## src/verilog/cic_defs.svh

```systemverilog
// Purpose: Constants for the carrier interval counter
// Assumes: Registers are reached by 8-bit register address
// Notes:   Holds definitions only
//
// Summary of operation
// - The counter is an 8-bit down counter that reloads itself from one of two reload registers on each borrow.
// - The block works as an interval timer whose request goes out on interrupt line 2 with vector ech.
// - The output toggle flip-flop is offered as a clock source to the 16-bit timer.
// - Starting the counter loads the low reload value first.
// - Each borrow loads the other reload value, alternating high and low until one-shot mode stops after the high phase.
// - Control bits 7:6 pick the count clock as the oscillator clock divided by 1, 2, 4 or 8.
// - Control bits 5:4 fire the interrupt after the low phase, the high phase, or both, and 11 fires nothing.
// - Control bit 3 lets the interrupt request out when 1 and holds it back when 0.
// - Control bit 2 runs the counter when 1 and halts it when 0.
// - Control bit 1 picks one-shot (0) or repeating (1) operation.
// - Control bit 0 sets the toggle flip-flop low (0) or high (1).
// - Each output phase lasts its reload value plus 2 count-clock periods, roles swapped when bit 0 is 1.
// - The 16-bit timer takes the toggle flip-flop as its clock when its clock select holds 11.
`ifndef CIC_DEFS_SVH
`define CIC_DEFS_SVH

`define CIC_ADDR_CONTROL   8'hf3
`define CIC_ADDR_HIGH      8'hf4
`define CIC_ADDR_LOW       8'hf5
`define CIC_CONTROL_RESET  8'h00
`define CIC_RELOAD_RESET   8'h00

`define CIC_BIT_CLK_HI     7
`define CIC_BIT_CLK_LO     6
`define CIC_BIT_IRQ_HI     5
`define CIC_BIT_IRQ_LO     4
`define CIC_BIT_IRQ_EN     3
`define CIC_BIT_RUN        2
`define CIC_BIT_REPEAT     1
`define CIC_BIT_LEVEL      0

`define CIC_IRQ_AT_LOW     2'h0
`define CIC_IRQ_AT_HIGH    2'h1
`define CIC_IRQ_AT_BOTH    2'h2

`define CIC_CLK_DIV1       2'h0
`define CIC_CLK_DIV2       2'h1
`define CIC_CLK_DIV4       2'h2
`define CIC_CLK_DIV8       2'h3

`define CIC_TIMER_SEL_EXT  2'h3
`define CIC_IRQ_VECTOR     8'hec
`define CIC_ZERO8          8'h00

`endif

```

## src/verilog/cic_pkg.sv

```systemverilog
// Purpose: Types for the carrier interval counter
// Assumes: Nothing beyond the constants header
// Notes:   One-hot state codes
package cic_pkg;
	typedef enum logic [2:0] {
		CIC_ST_IDLE  = 3'h1,
		CIC_ST_LOAD  = 3'h2,
		CIC_ST_COUNT = 3'h4
	} cic_state_t;
endpackage

```

## src/verilog/cic_top.sv

```systemverilog
// Purpose: Carrier interval counter with alternating reloads
// Assumes: Register port is on core_clk; pending_clear and timer_clk_sel from same-clock logic
// Notes:   Outputs all come from flip-flops
`timescale 1ns/100ps
`default_nettype none
`include "cic_defs.svh"

module cic_top (
	input  wire logic       core_clk,
	input  wire logic       rst,
	input  wire logic [7:0] reg_addr,
	input  wire logic       reg_wr,
	input  wire logic       reg_rd,
	input  wire logic [7:0] reg_wdata,
	output logic      [7:0] reg_rdata,
	input  wire logic       pending_clear,
	input  wire logic [1:0] timer_clk_sel,
	output logic            carrier_out,
	output logic            timer_clk_src,
	output logic            interval_pending,
	output logic            carrier_interrupt_line,
	output logic      [7:0] irq_vector
);
	import cic_pkg::*;

	// Does the phase that just ended raise the interrupt
	function automatic logic irq_fires(input logic [1:0] sel, input logic ended_high);
		unique case (sel)
			`CIC_IRQ_AT_LOW:  irq_fires = !ended_high;
			`CIC_IRQ_AT_HIGH: irq_fires = ended_high;
			`CIC_IRQ_AT_BOTH: irq_fires = 1'b1;
			default:          irq_fires = 1'b0;
		endcase
	endfunction

	////////////////////////////////////////////////////////////////////////
	logic [7:0]  carrier_control;
	logic [7:0]  high_phase_reload;
	logic [7:0]  low_phase_reload;
	logic [7:0]  next_carrier_control;
	logic [7:0]  next_high_phase_reload;
	logic [7:0]  next_low_phase_reload;
	logic [7:0]  next_reg_rdata;
	logic        ctrl_wr;
	logic        start;

	cic_state_t  state;
	cic_state_t  next_state;
	logic [7:0]  cnt;
	logic [7:0]  next_cnt;
	logic        use_high;
	logic        next_use_high;
	logic        next_carrier_out;
	logic        next_pending;
	logic        borrow;
	logic        oneshot_done;
	logic        tick;

	cic_prescaler u_prescaler (
		.core_clk (core_clk),
		.rst      (rst),
		.clk_sel  (carrier_control[`CIC_BIT_CLK_HI:`CIC_BIT_CLK_LO]),
		.tick     (tick)
	);

	////////////////////////////////////////////////////////////////////////
	// Register file
	assign ctrl_wr = reg_wr && (reg_addr == `CIC_ADDR_CONTROL);
	assign start   = ctrl_wr && reg_wdata[`CIC_BIT_RUN] && !carrier_control[`CIC_BIT_RUN];

	always_comb begin
		next_carrier_control   = carrier_control;
		next_high_phase_reload = high_phase_reload;
		next_low_phase_reload  = low_phase_reload;
		// Self-stop after one shot; a software write in the same cycle wins
		if (oneshot_done) begin
			next_carrier_control[`CIC_BIT_RUN] = 1'b0;
		end
		if (ctrl_wr) begin
			next_carrier_control = reg_wdata;
		end
		if (reg_wr && reg_addr == `CIC_ADDR_HIGH) begin
			next_high_phase_reload = reg_wdata;
		end
		if (reg_wr && reg_addr == `CIC_ADDR_LOW) begin
			next_low_phase_reload = reg_wdata;
		end
		next_reg_rdata = reg_rdata;
		if (reg_rd) begin
			unique case (reg_addr)
				`CIC_ADDR_CONTROL: next_reg_rdata = carrier_control;
				`CIC_ADDR_HIGH:    next_reg_rdata = high_phase_reload;
				`CIC_ADDR_LOW:     next_reg_rdata = low_phase_reload;
				default:           next_reg_rdata = `CIC_ZERO8;
			endcase
		end
	end

	always_ff @(posedge core_clk) begin
		if (rst) begin
			carrier_control   <= `CIC_CONTROL_RESET;
			high_phase_reload <= `CIC_RELOAD_RESET;
			low_phase_reload  <= `CIC_RELOAD_RESET;
			reg_rdata         <= `CIC_ZERO8;
		end else begin
			carrier_control   <= next_carrier_control;
			high_phase_reload <= next_high_phase_reload;
			low_phase_reload  <= next_low_phase_reload;
			reg_rdata         <= next_reg_rdata;
		end
	end

	////////////////////////////////////////////////////////////////////////
	// Counter: a load tick, value decrements, then a borrow tick gives value+2
	assign borrow       = (state == CIC_ST_COUNT) && tick && (cnt == `CIC_ZERO8);
	assign oneshot_done = borrow && use_high && !carrier_control[`CIC_BIT_REPEAT];

	always_comb begin
		next_state       = state;
		next_cnt         = cnt;
		next_use_high    = use_high;
		next_carrier_out = carrier_out;
		unique case (state)
			CIC_ST_IDLE: begin
				next_state = CIC_ST_IDLE;
			end
			CIC_ST_LOAD: begin
				if (tick) begin
					next_cnt   = use_high ? high_phase_reload : low_phase_reload;
					next_state = CIC_ST_COUNT;
				end
			end
			CIC_ST_COUNT: begin
				if (borrow) begin
					next_carrier_out = !carrier_out;
					next_use_high    = !use_high;
					next_state       = oneshot_done ? CIC_ST_IDLE : CIC_ST_LOAD;
				end else if (tick) begin
					next_cnt = cnt - 8'h01;
				end
			end
		endcase
		if (ctrl_wr && !reg_wdata[`CIC_BIT_RUN]) begin
			next_state = CIC_ST_IDLE;
		end
		// Level bit only steers the flip-flop while stopped, at start or in the write that stops it
		if (ctrl_wr && (!carrier_control[`CIC_BIT_RUN] || !reg_wdata[`CIC_BIT_RUN])) begin
			next_carrier_out = reg_wdata[`CIC_BIT_LEVEL];
		end
		if (start) begin
			next_state    = CIC_ST_LOAD;
			next_use_high = 1'b0;
		end
	end

	// Set wins over clear
	always_comb begin
		next_pending = interval_pending;
		if (pending_clear) begin
			next_pending = 1'b0;
		end
		if (borrow && irq_fires(carrier_control[`CIC_BIT_IRQ_HI:`CIC_BIT_IRQ_LO], use_high)) begin
			next_pending = 1'b1;
		end
	end

	always_ff @(posedge core_clk) begin
		if (rst) begin
			state                  <= CIC_ST_IDLE;
			cnt                    <= `CIC_ZERO8;
			use_high               <= 1'b0;
			carrier_out            <= 1'b0;
			interval_pending       <= 1'b0;
			carrier_interrupt_line <= 1'b0;
			timer_clk_src          <= 1'b0;
			irq_vector             <= `CIC_ZERO8;
		end else begin
			state                  <= next_state;
			cnt                    <= next_cnt;
			use_high               <= next_use_high;
			carrier_out            <= next_carrier_out;
			interval_pending       <= next_pending;
			carrier_interrupt_line <= interval_pending && carrier_control[`CIC_BIT_IRQ_EN];
			timer_clk_src          <= (timer_clk_sel == `CIC_TIMER_SEL_EXT) && carrier_out;
			irq_vector             <= `CIC_IRQ_VECTOR;
		end
	end

	////////////////////////////////////////////////////////////////////////
	// Checks
	start_load_a: assert property (@(posedge core_clk) disable iff (rst)
		start |=> (state == CIC_ST_LOAD) && !use_high)
		else $error("start did not load the low reload value");

	load_value_a: assert property (@(posedge core_clk) disable iff (rst)
		(state == CIC_ST_LOAD && tick && !ctrl_wr) |=>
		(cnt == ($past(use_high) ? $past(high_phase_reload) : $past(low_phase_reload))))
		else $error("counter not loaded from the reload register");

	borrow_alt_a: assert property (@(posedge core_clk) disable iff (rst)
		(borrow && !ctrl_wr) |=> (carrier_out != $past(carrier_out)) && (use_high != $past(use_high)))
		else $error("borrow did not toggle output and alternate reload");

	div2_tick_a: assert property (@(posedge core_clk) disable iff (rst)
		(carrier_control[`CIC_BIT_CLK_HI:`CIC_BIT_CLK_LO] == `CIC_CLK_DIV2 && tick && !ctrl_wr) |=> !tick)
		else $error("divide by two ticked twice in a row");

	irq_invalid_a: assert property (@(posedge core_clk) disable iff (rst)
		(carrier_control[`CIC_BIT_IRQ_HI:`CIC_BIT_IRQ_LO] == 2'h3 && !interval_pending) |=> !interval_pending)
		else $error("invalid interrupt time setting raised pending");

	irq_gate_a: assert property (@(posedge core_clk) disable iff (rst)
		carrier_interrupt_line == ($past(interval_pending) && $past(carrier_control[`CIC_BIT_IRQ_EN])))
		else $error("interrupt line does not follow pending and enable");

	halt_idle_a: assert property (@(posedge core_clk) disable iff (rst)
		!carrier_control[`CIC_BIT_RUN] |-> (state == CIC_ST_IDLE))
		else $error("counter runs while halted");

	level_set_a: assert property (@(posedge core_clk) disable iff (rst)
		(ctrl_wr && !carrier_control[`CIC_BIT_RUN]) |=> (carrier_out == $past(reg_wdata[`CIC_BIT_LEVEL])))
		else $error("level bit did not set the toggle flip-flop");

	oneshot_stop_a: assert property (@(posedge core_clk) disable iff (rst)
		(oneshot_done && !ctrl_wr) |=> (state == CIC_ST_IDLE) && !carrier_control[`CIC_BIT_RUN])
		else $error("one-shot did not stop after the high phase");

	pending_set_a: assert property (@(posedge core_clk) disable iff (rst)
		(borrow && irq_fires(carrier_control[`CIC_BIT_IRQ_HI:`CIC_BIT_IRQ_LO], use_high)) |=>
		interval_pending ##1 carrier_interrupt_line == carrier_control[`CIC_BIT_IRQ_EN] || $past(ctrl_wr))
		else $error("selected interval end did not set pending");

	timer_src_a: assert property (@(posedge core_clk) disable iff (rst)
		(timer_clk_sel != `CIC_TIMER_SEL_EXT) |=> !timer_clk_src)
		else $error("timer clock source driven while not selected");
endmodule
`default_nettype wire

```

## src/verilog/cic_prescaler.sv

```systemverilog
// Purpose: Count-clock enable from the oscillator clock
// Assumes: core_clk is the oscillator clock
// Notes:   Free running, so a new divider takes effect within 8 cycles
`timescale 1ns/100ps
`default_nettype none
`include "cic_defs.svh"

module cic_prescaler (
	input  wire logic       core_clk,
	input  wire logic       rst,
	input  wire logic [1:0] clk_sel,
	output logic            tick
);
	logic [2:0] div;
	logic [2:0] next_div;

	always_comb begin
		next_div = div + 3'h1;
	end

	always_ff @(posedge core_clk) begin
		if (rst) begin
			div <= 3'h0;
		end else begin
			div <= next_div;
		end
	end

	// Tick once every 1, 2, 4 or 8 cycles
	always_comb begin
		unique case (clk_sel)
			`CIC_CLK_DIV1: tick = 1'b1;
			`CIC_CLK_DIV2: tick = div[0];
			`CIC_CLK_DIV4: tick = &div[1:0];
			`CIC_CLK_DIV8: tick = &div;
		endcase
	end
endmodule
`default_nettype wire

```

## config.mk

```make
export PLATFORM = sky130hd
export DESIGN_NAME = cic_top
export DESIGN_NICKNAME = d
export VERILOG_FILES = /design/src/verilog/cic_pkg.sv /design/src/verilog/cic_top.sv /design/src/verilog/cic_prescaler.sv
export VERILOG_INCLUDE_DIRS = /design/src /design/src/verilog
export SDC_FILE = /design/constraint.sdc
export NUM_CORES = 1
export LEC_CHECK = 0
export CAP_MARGIN = 15
export CORE_ASPECT_RATIO = 1.5
export CORE_MARGIN = 10
export CORE_UTILIZATION = 65
export DETAILED_ROUTE_END_ITERATION = 10
export DONT_BUFFER_PORTS = 1
export PLACE_DENSITY = 0.78
export SYNTH_ARGS = -nofsm -noshare
export SYNTH_HDL_FRONTEND = slang
export SYNTH_SLANG_ARGS = --single-unit
export TNS_END_PERCENT = 5
```

## constraint.sdc

```tcl
create_clock -name core_clk -period 3 [get_ports core_clk]
set_input_delay 0.3 -clock core_clk [delete_from_list [all_inputs] [get_ports core_clk]]
set_output_delay 0.3 -clock core_clk [all_outputs]
set_load 0.1 [all_outputs]
```

==> flow_summary.json <==
{
  "cts_setup_buffers": 0,
  "drtPass1Iterations": 4,
  "power_frac_clock": 0.353,
  "dp_hpwl_mm": 3.95,
  "reg2regPathDepth": 4,
  "htreeDepth": 2,
  "maxCapViolations": 0,
  "ant_nets": 0,
  "end_kind": "flop",
  "die_height_um": 96.3,
  "design_power_total_mw": 1.17,
  "rsz0062_at_grt": "false",
  "drt-wirelength-per-cell_um": 17.4,
  "drive_gt1_frac": 0.0706,
  "grt_max_degree": 42,
  "design_area_sq_um": 2590,
  "drt_iter0_drc": 191,
  "final_nets": 295,
  "path_class": "reg -> reg",
  "hp-class": "in -> reg",
  "grt_pass1_wl_mm": 8.91,
  "final_cell_mix": "51 x dfxtp_1, 30 x mux2i_1, 29 x nor2_1",
  "viasPerCell": 6.17,
  "peakVddDrop_mv": 0.334,
  "cp_max_fo": 21,
  "cts_buffer_depth": 2,
  "dpl_cell_area_sq_um": 2490,
  "clock_sinks": 52,
  "fin_skew_ns": 0.00304,
  "synth-edff-count": 0,
  "syn_area_per_cell_sq_um": 9.07,
  "synthCells": 278,
  "drcViolationCount": 0,
  "cts_resized": 0,
  "wl_mm": 5.43,
  "period_needed_ns": 1.94,
  "hold_viol_final": 0,
  "worstPathArrival_ns": 2.13,
  "synth_cell_types": 50,
  "first_global_vias": 1877,
  "initial_core_util": 0.678,
  "multi_input_area_sq_um": 1360,
  "r2r-end": "carrier_control[2]",
  "status": "finished, final reports clean",
  "clk_pin_slew_worst_paths_ns": 0.09,
  "coreArea_sq_um": 3720,
  "io_pins": 43,
  "finalSetupViolations": 0,
  "swShare": 0.239,
  "leakage_nw": 1.00,
  "syn2layout_area_growth_pct": 2.68,
  "layout_worst_path_cycle_share": 0.645,
  "hold_buffers": 0,
  "p_comb_frac": 0.054,
  "vias": 1924,
  "reg2reg_from": "state[1]",
  "maxSlewViolCount": 0,
  "overflow": 0,
  "async_flop_share": 0,
  "fill_cells": 299,
  "regToRegSetupSlack_ns": 1.06,
  "startpoint_type": "flop",
  "cp.required_ns": 3.20,
  "final_common_cell": "dfxtp_1",
  "relSlewSlack": 0.321,
  "cts_tree": "built",
  "clk_latency_ns": 0.30,
  "hold_path_end": "carrier_control[7]",
  "fmax_mhz": 517,
  "yosysWarnings": 0,
  "antenna_found_initial": 0,
  "p_int_mw": 0.893,
  "worst_slew_pin_slew_ns": 1.02,
  "power.switching_mw": 0.281,
  "syn_area_sq_um": 2520,
  "numCtsBuffers": 5,
  "diodes": 0,
  "regArea_sq_um": 1040,
  "whs_path_depth": 1,
  "min_from": "rst",
  "gp_congestion": 0.834,
  "io_buffers": 0,
  "pwr-share-seq": 0.593,
  "synth_seq_cells": 52,
  "yosysSeqAreaShare": 0.413,
  "rows": 27,
  "setup_tns_ns": 0,
  "root_buffer": "clkbuf_8",
  "dieWidth_um": 70.9,
  "ys.flop_type": "dfxtp_1",
  "grt_use_total": 0.159,
  "p_per_area_nw_per_um2": 453,
  "die_area_sq_um": 6820
}
layout make-up:
| type | count | area share |
|---|---|---|
| multi-input combinational | 203 | 0.523 |
| tap | 43 | 0.0208 |
| clock inverter | 2 | 0.00532 |
| inverter | 5 | 0.00725 |
| timing repair buffer | 1 | 0.00773 |
| clock buffer | 6 | 0.0319 |
| sequential | 52 | 0.404 |
kinds of logic after synthesis:
group           after synthesis  synth area share
fa+ha+maj                     4            0.0199
buf+inv                      25            0.0526
other cells                   1           0.00149
mux                          32             0.128
flops                        52             0.413
compound gates               70             0.186
xor+xnor                      3            0.0104
simple gates                 91             0.189
power groups by stage:
| stage | Clock [mW] | Sequential (mW) | Combinational, mW |
|---|---|---|---|
| after CTS | 0.427 | 0.696 | 0.0632 |
| after floorplan | 0 | 0.718 | 0.0679 |
| after global placement | 0 | 0.712 | 0.0629 |
| after detailed placement | 0 | 0.712 | 0.0629 |
| after global routing | 0.448 | 0.697 | 0.0663 |
| final | 0.414 | 0.696 | 0.0631 |
worst max-delay path, stage by stage, from the launching register on:
cell and delay (ns):
dfxtp_1 0.36, or3b_1 0.68, or4_1 0.61, nand3_1 0.09, a21oi_1 0.08
registers in the layout, summed over array words and instances, names as in the netlist, 3 cells and up:
name               cells
carrier_control        8
cnt                    8
high_phase_reload      8
low_phase_reload       8
reg_rdata              8
state                  3
u_prescaler.div        3
worst max-delay path by stage:
stage,depth (start not counted),slack (ns),end,from
CTS,4,1.07,carrier_control[2],state[1]
detailed placement,4,1.09,carrier_control[2],state[1]
floorplan,1,1.29,irq_vector[3],irq_vector[6]
finish,4,1.06,carrier_control[2],state[1]
global placement,4,1.12,carrier_control[2],state[1]
global route,4,0.98,carrier_control[2],state[1]
per-layer routing:
metal  up-vias  GRT usage  routed length (um)
li1        954          -                   -
met1       913      0.166                2130
met2        44      0.281                2750
met3        13     0.0505                 394
met4         0     0.0809                 155
met5         -          0                   0
synthesized netlist by cell type, drive strengths merged (3+ instances only):
cell	instances	share of area
a21oi	27	0.058
nor2	29	0.043
o21ai	16	0.032
buf	14	0.036
a21o	3	0.0089
nand2	28	0.042
inv	5	0.0074
nand3	3	0.011
xnor2	3	0.010
mux2i	30	0.12
nor2b	6	0.015
clkbuf	6	0.0089
dfxtp	52	0.41
a22o	8	0.028
a211o	5	0.017
ha	4	0.020
nand2b	4	0.0099
and3	3	0.0074
nor3	4	0.012
metrics by stage:
stage                     worst slack [ns]  instances  hold WS (ns)  utilization
after global routing                 0.983        312        0.0383        0.697
after CTS                             1.07        312        0.0382        0.697
after global placement                1.12        304         0.372        0.671
after detailed placement              1.09        304         0.374        0.671
final                                 1.06        312        0.0579        0.697
after floorplan                       1.29        280         0.417            -
No activity file was read; power rests on OpenSTA's default activity.
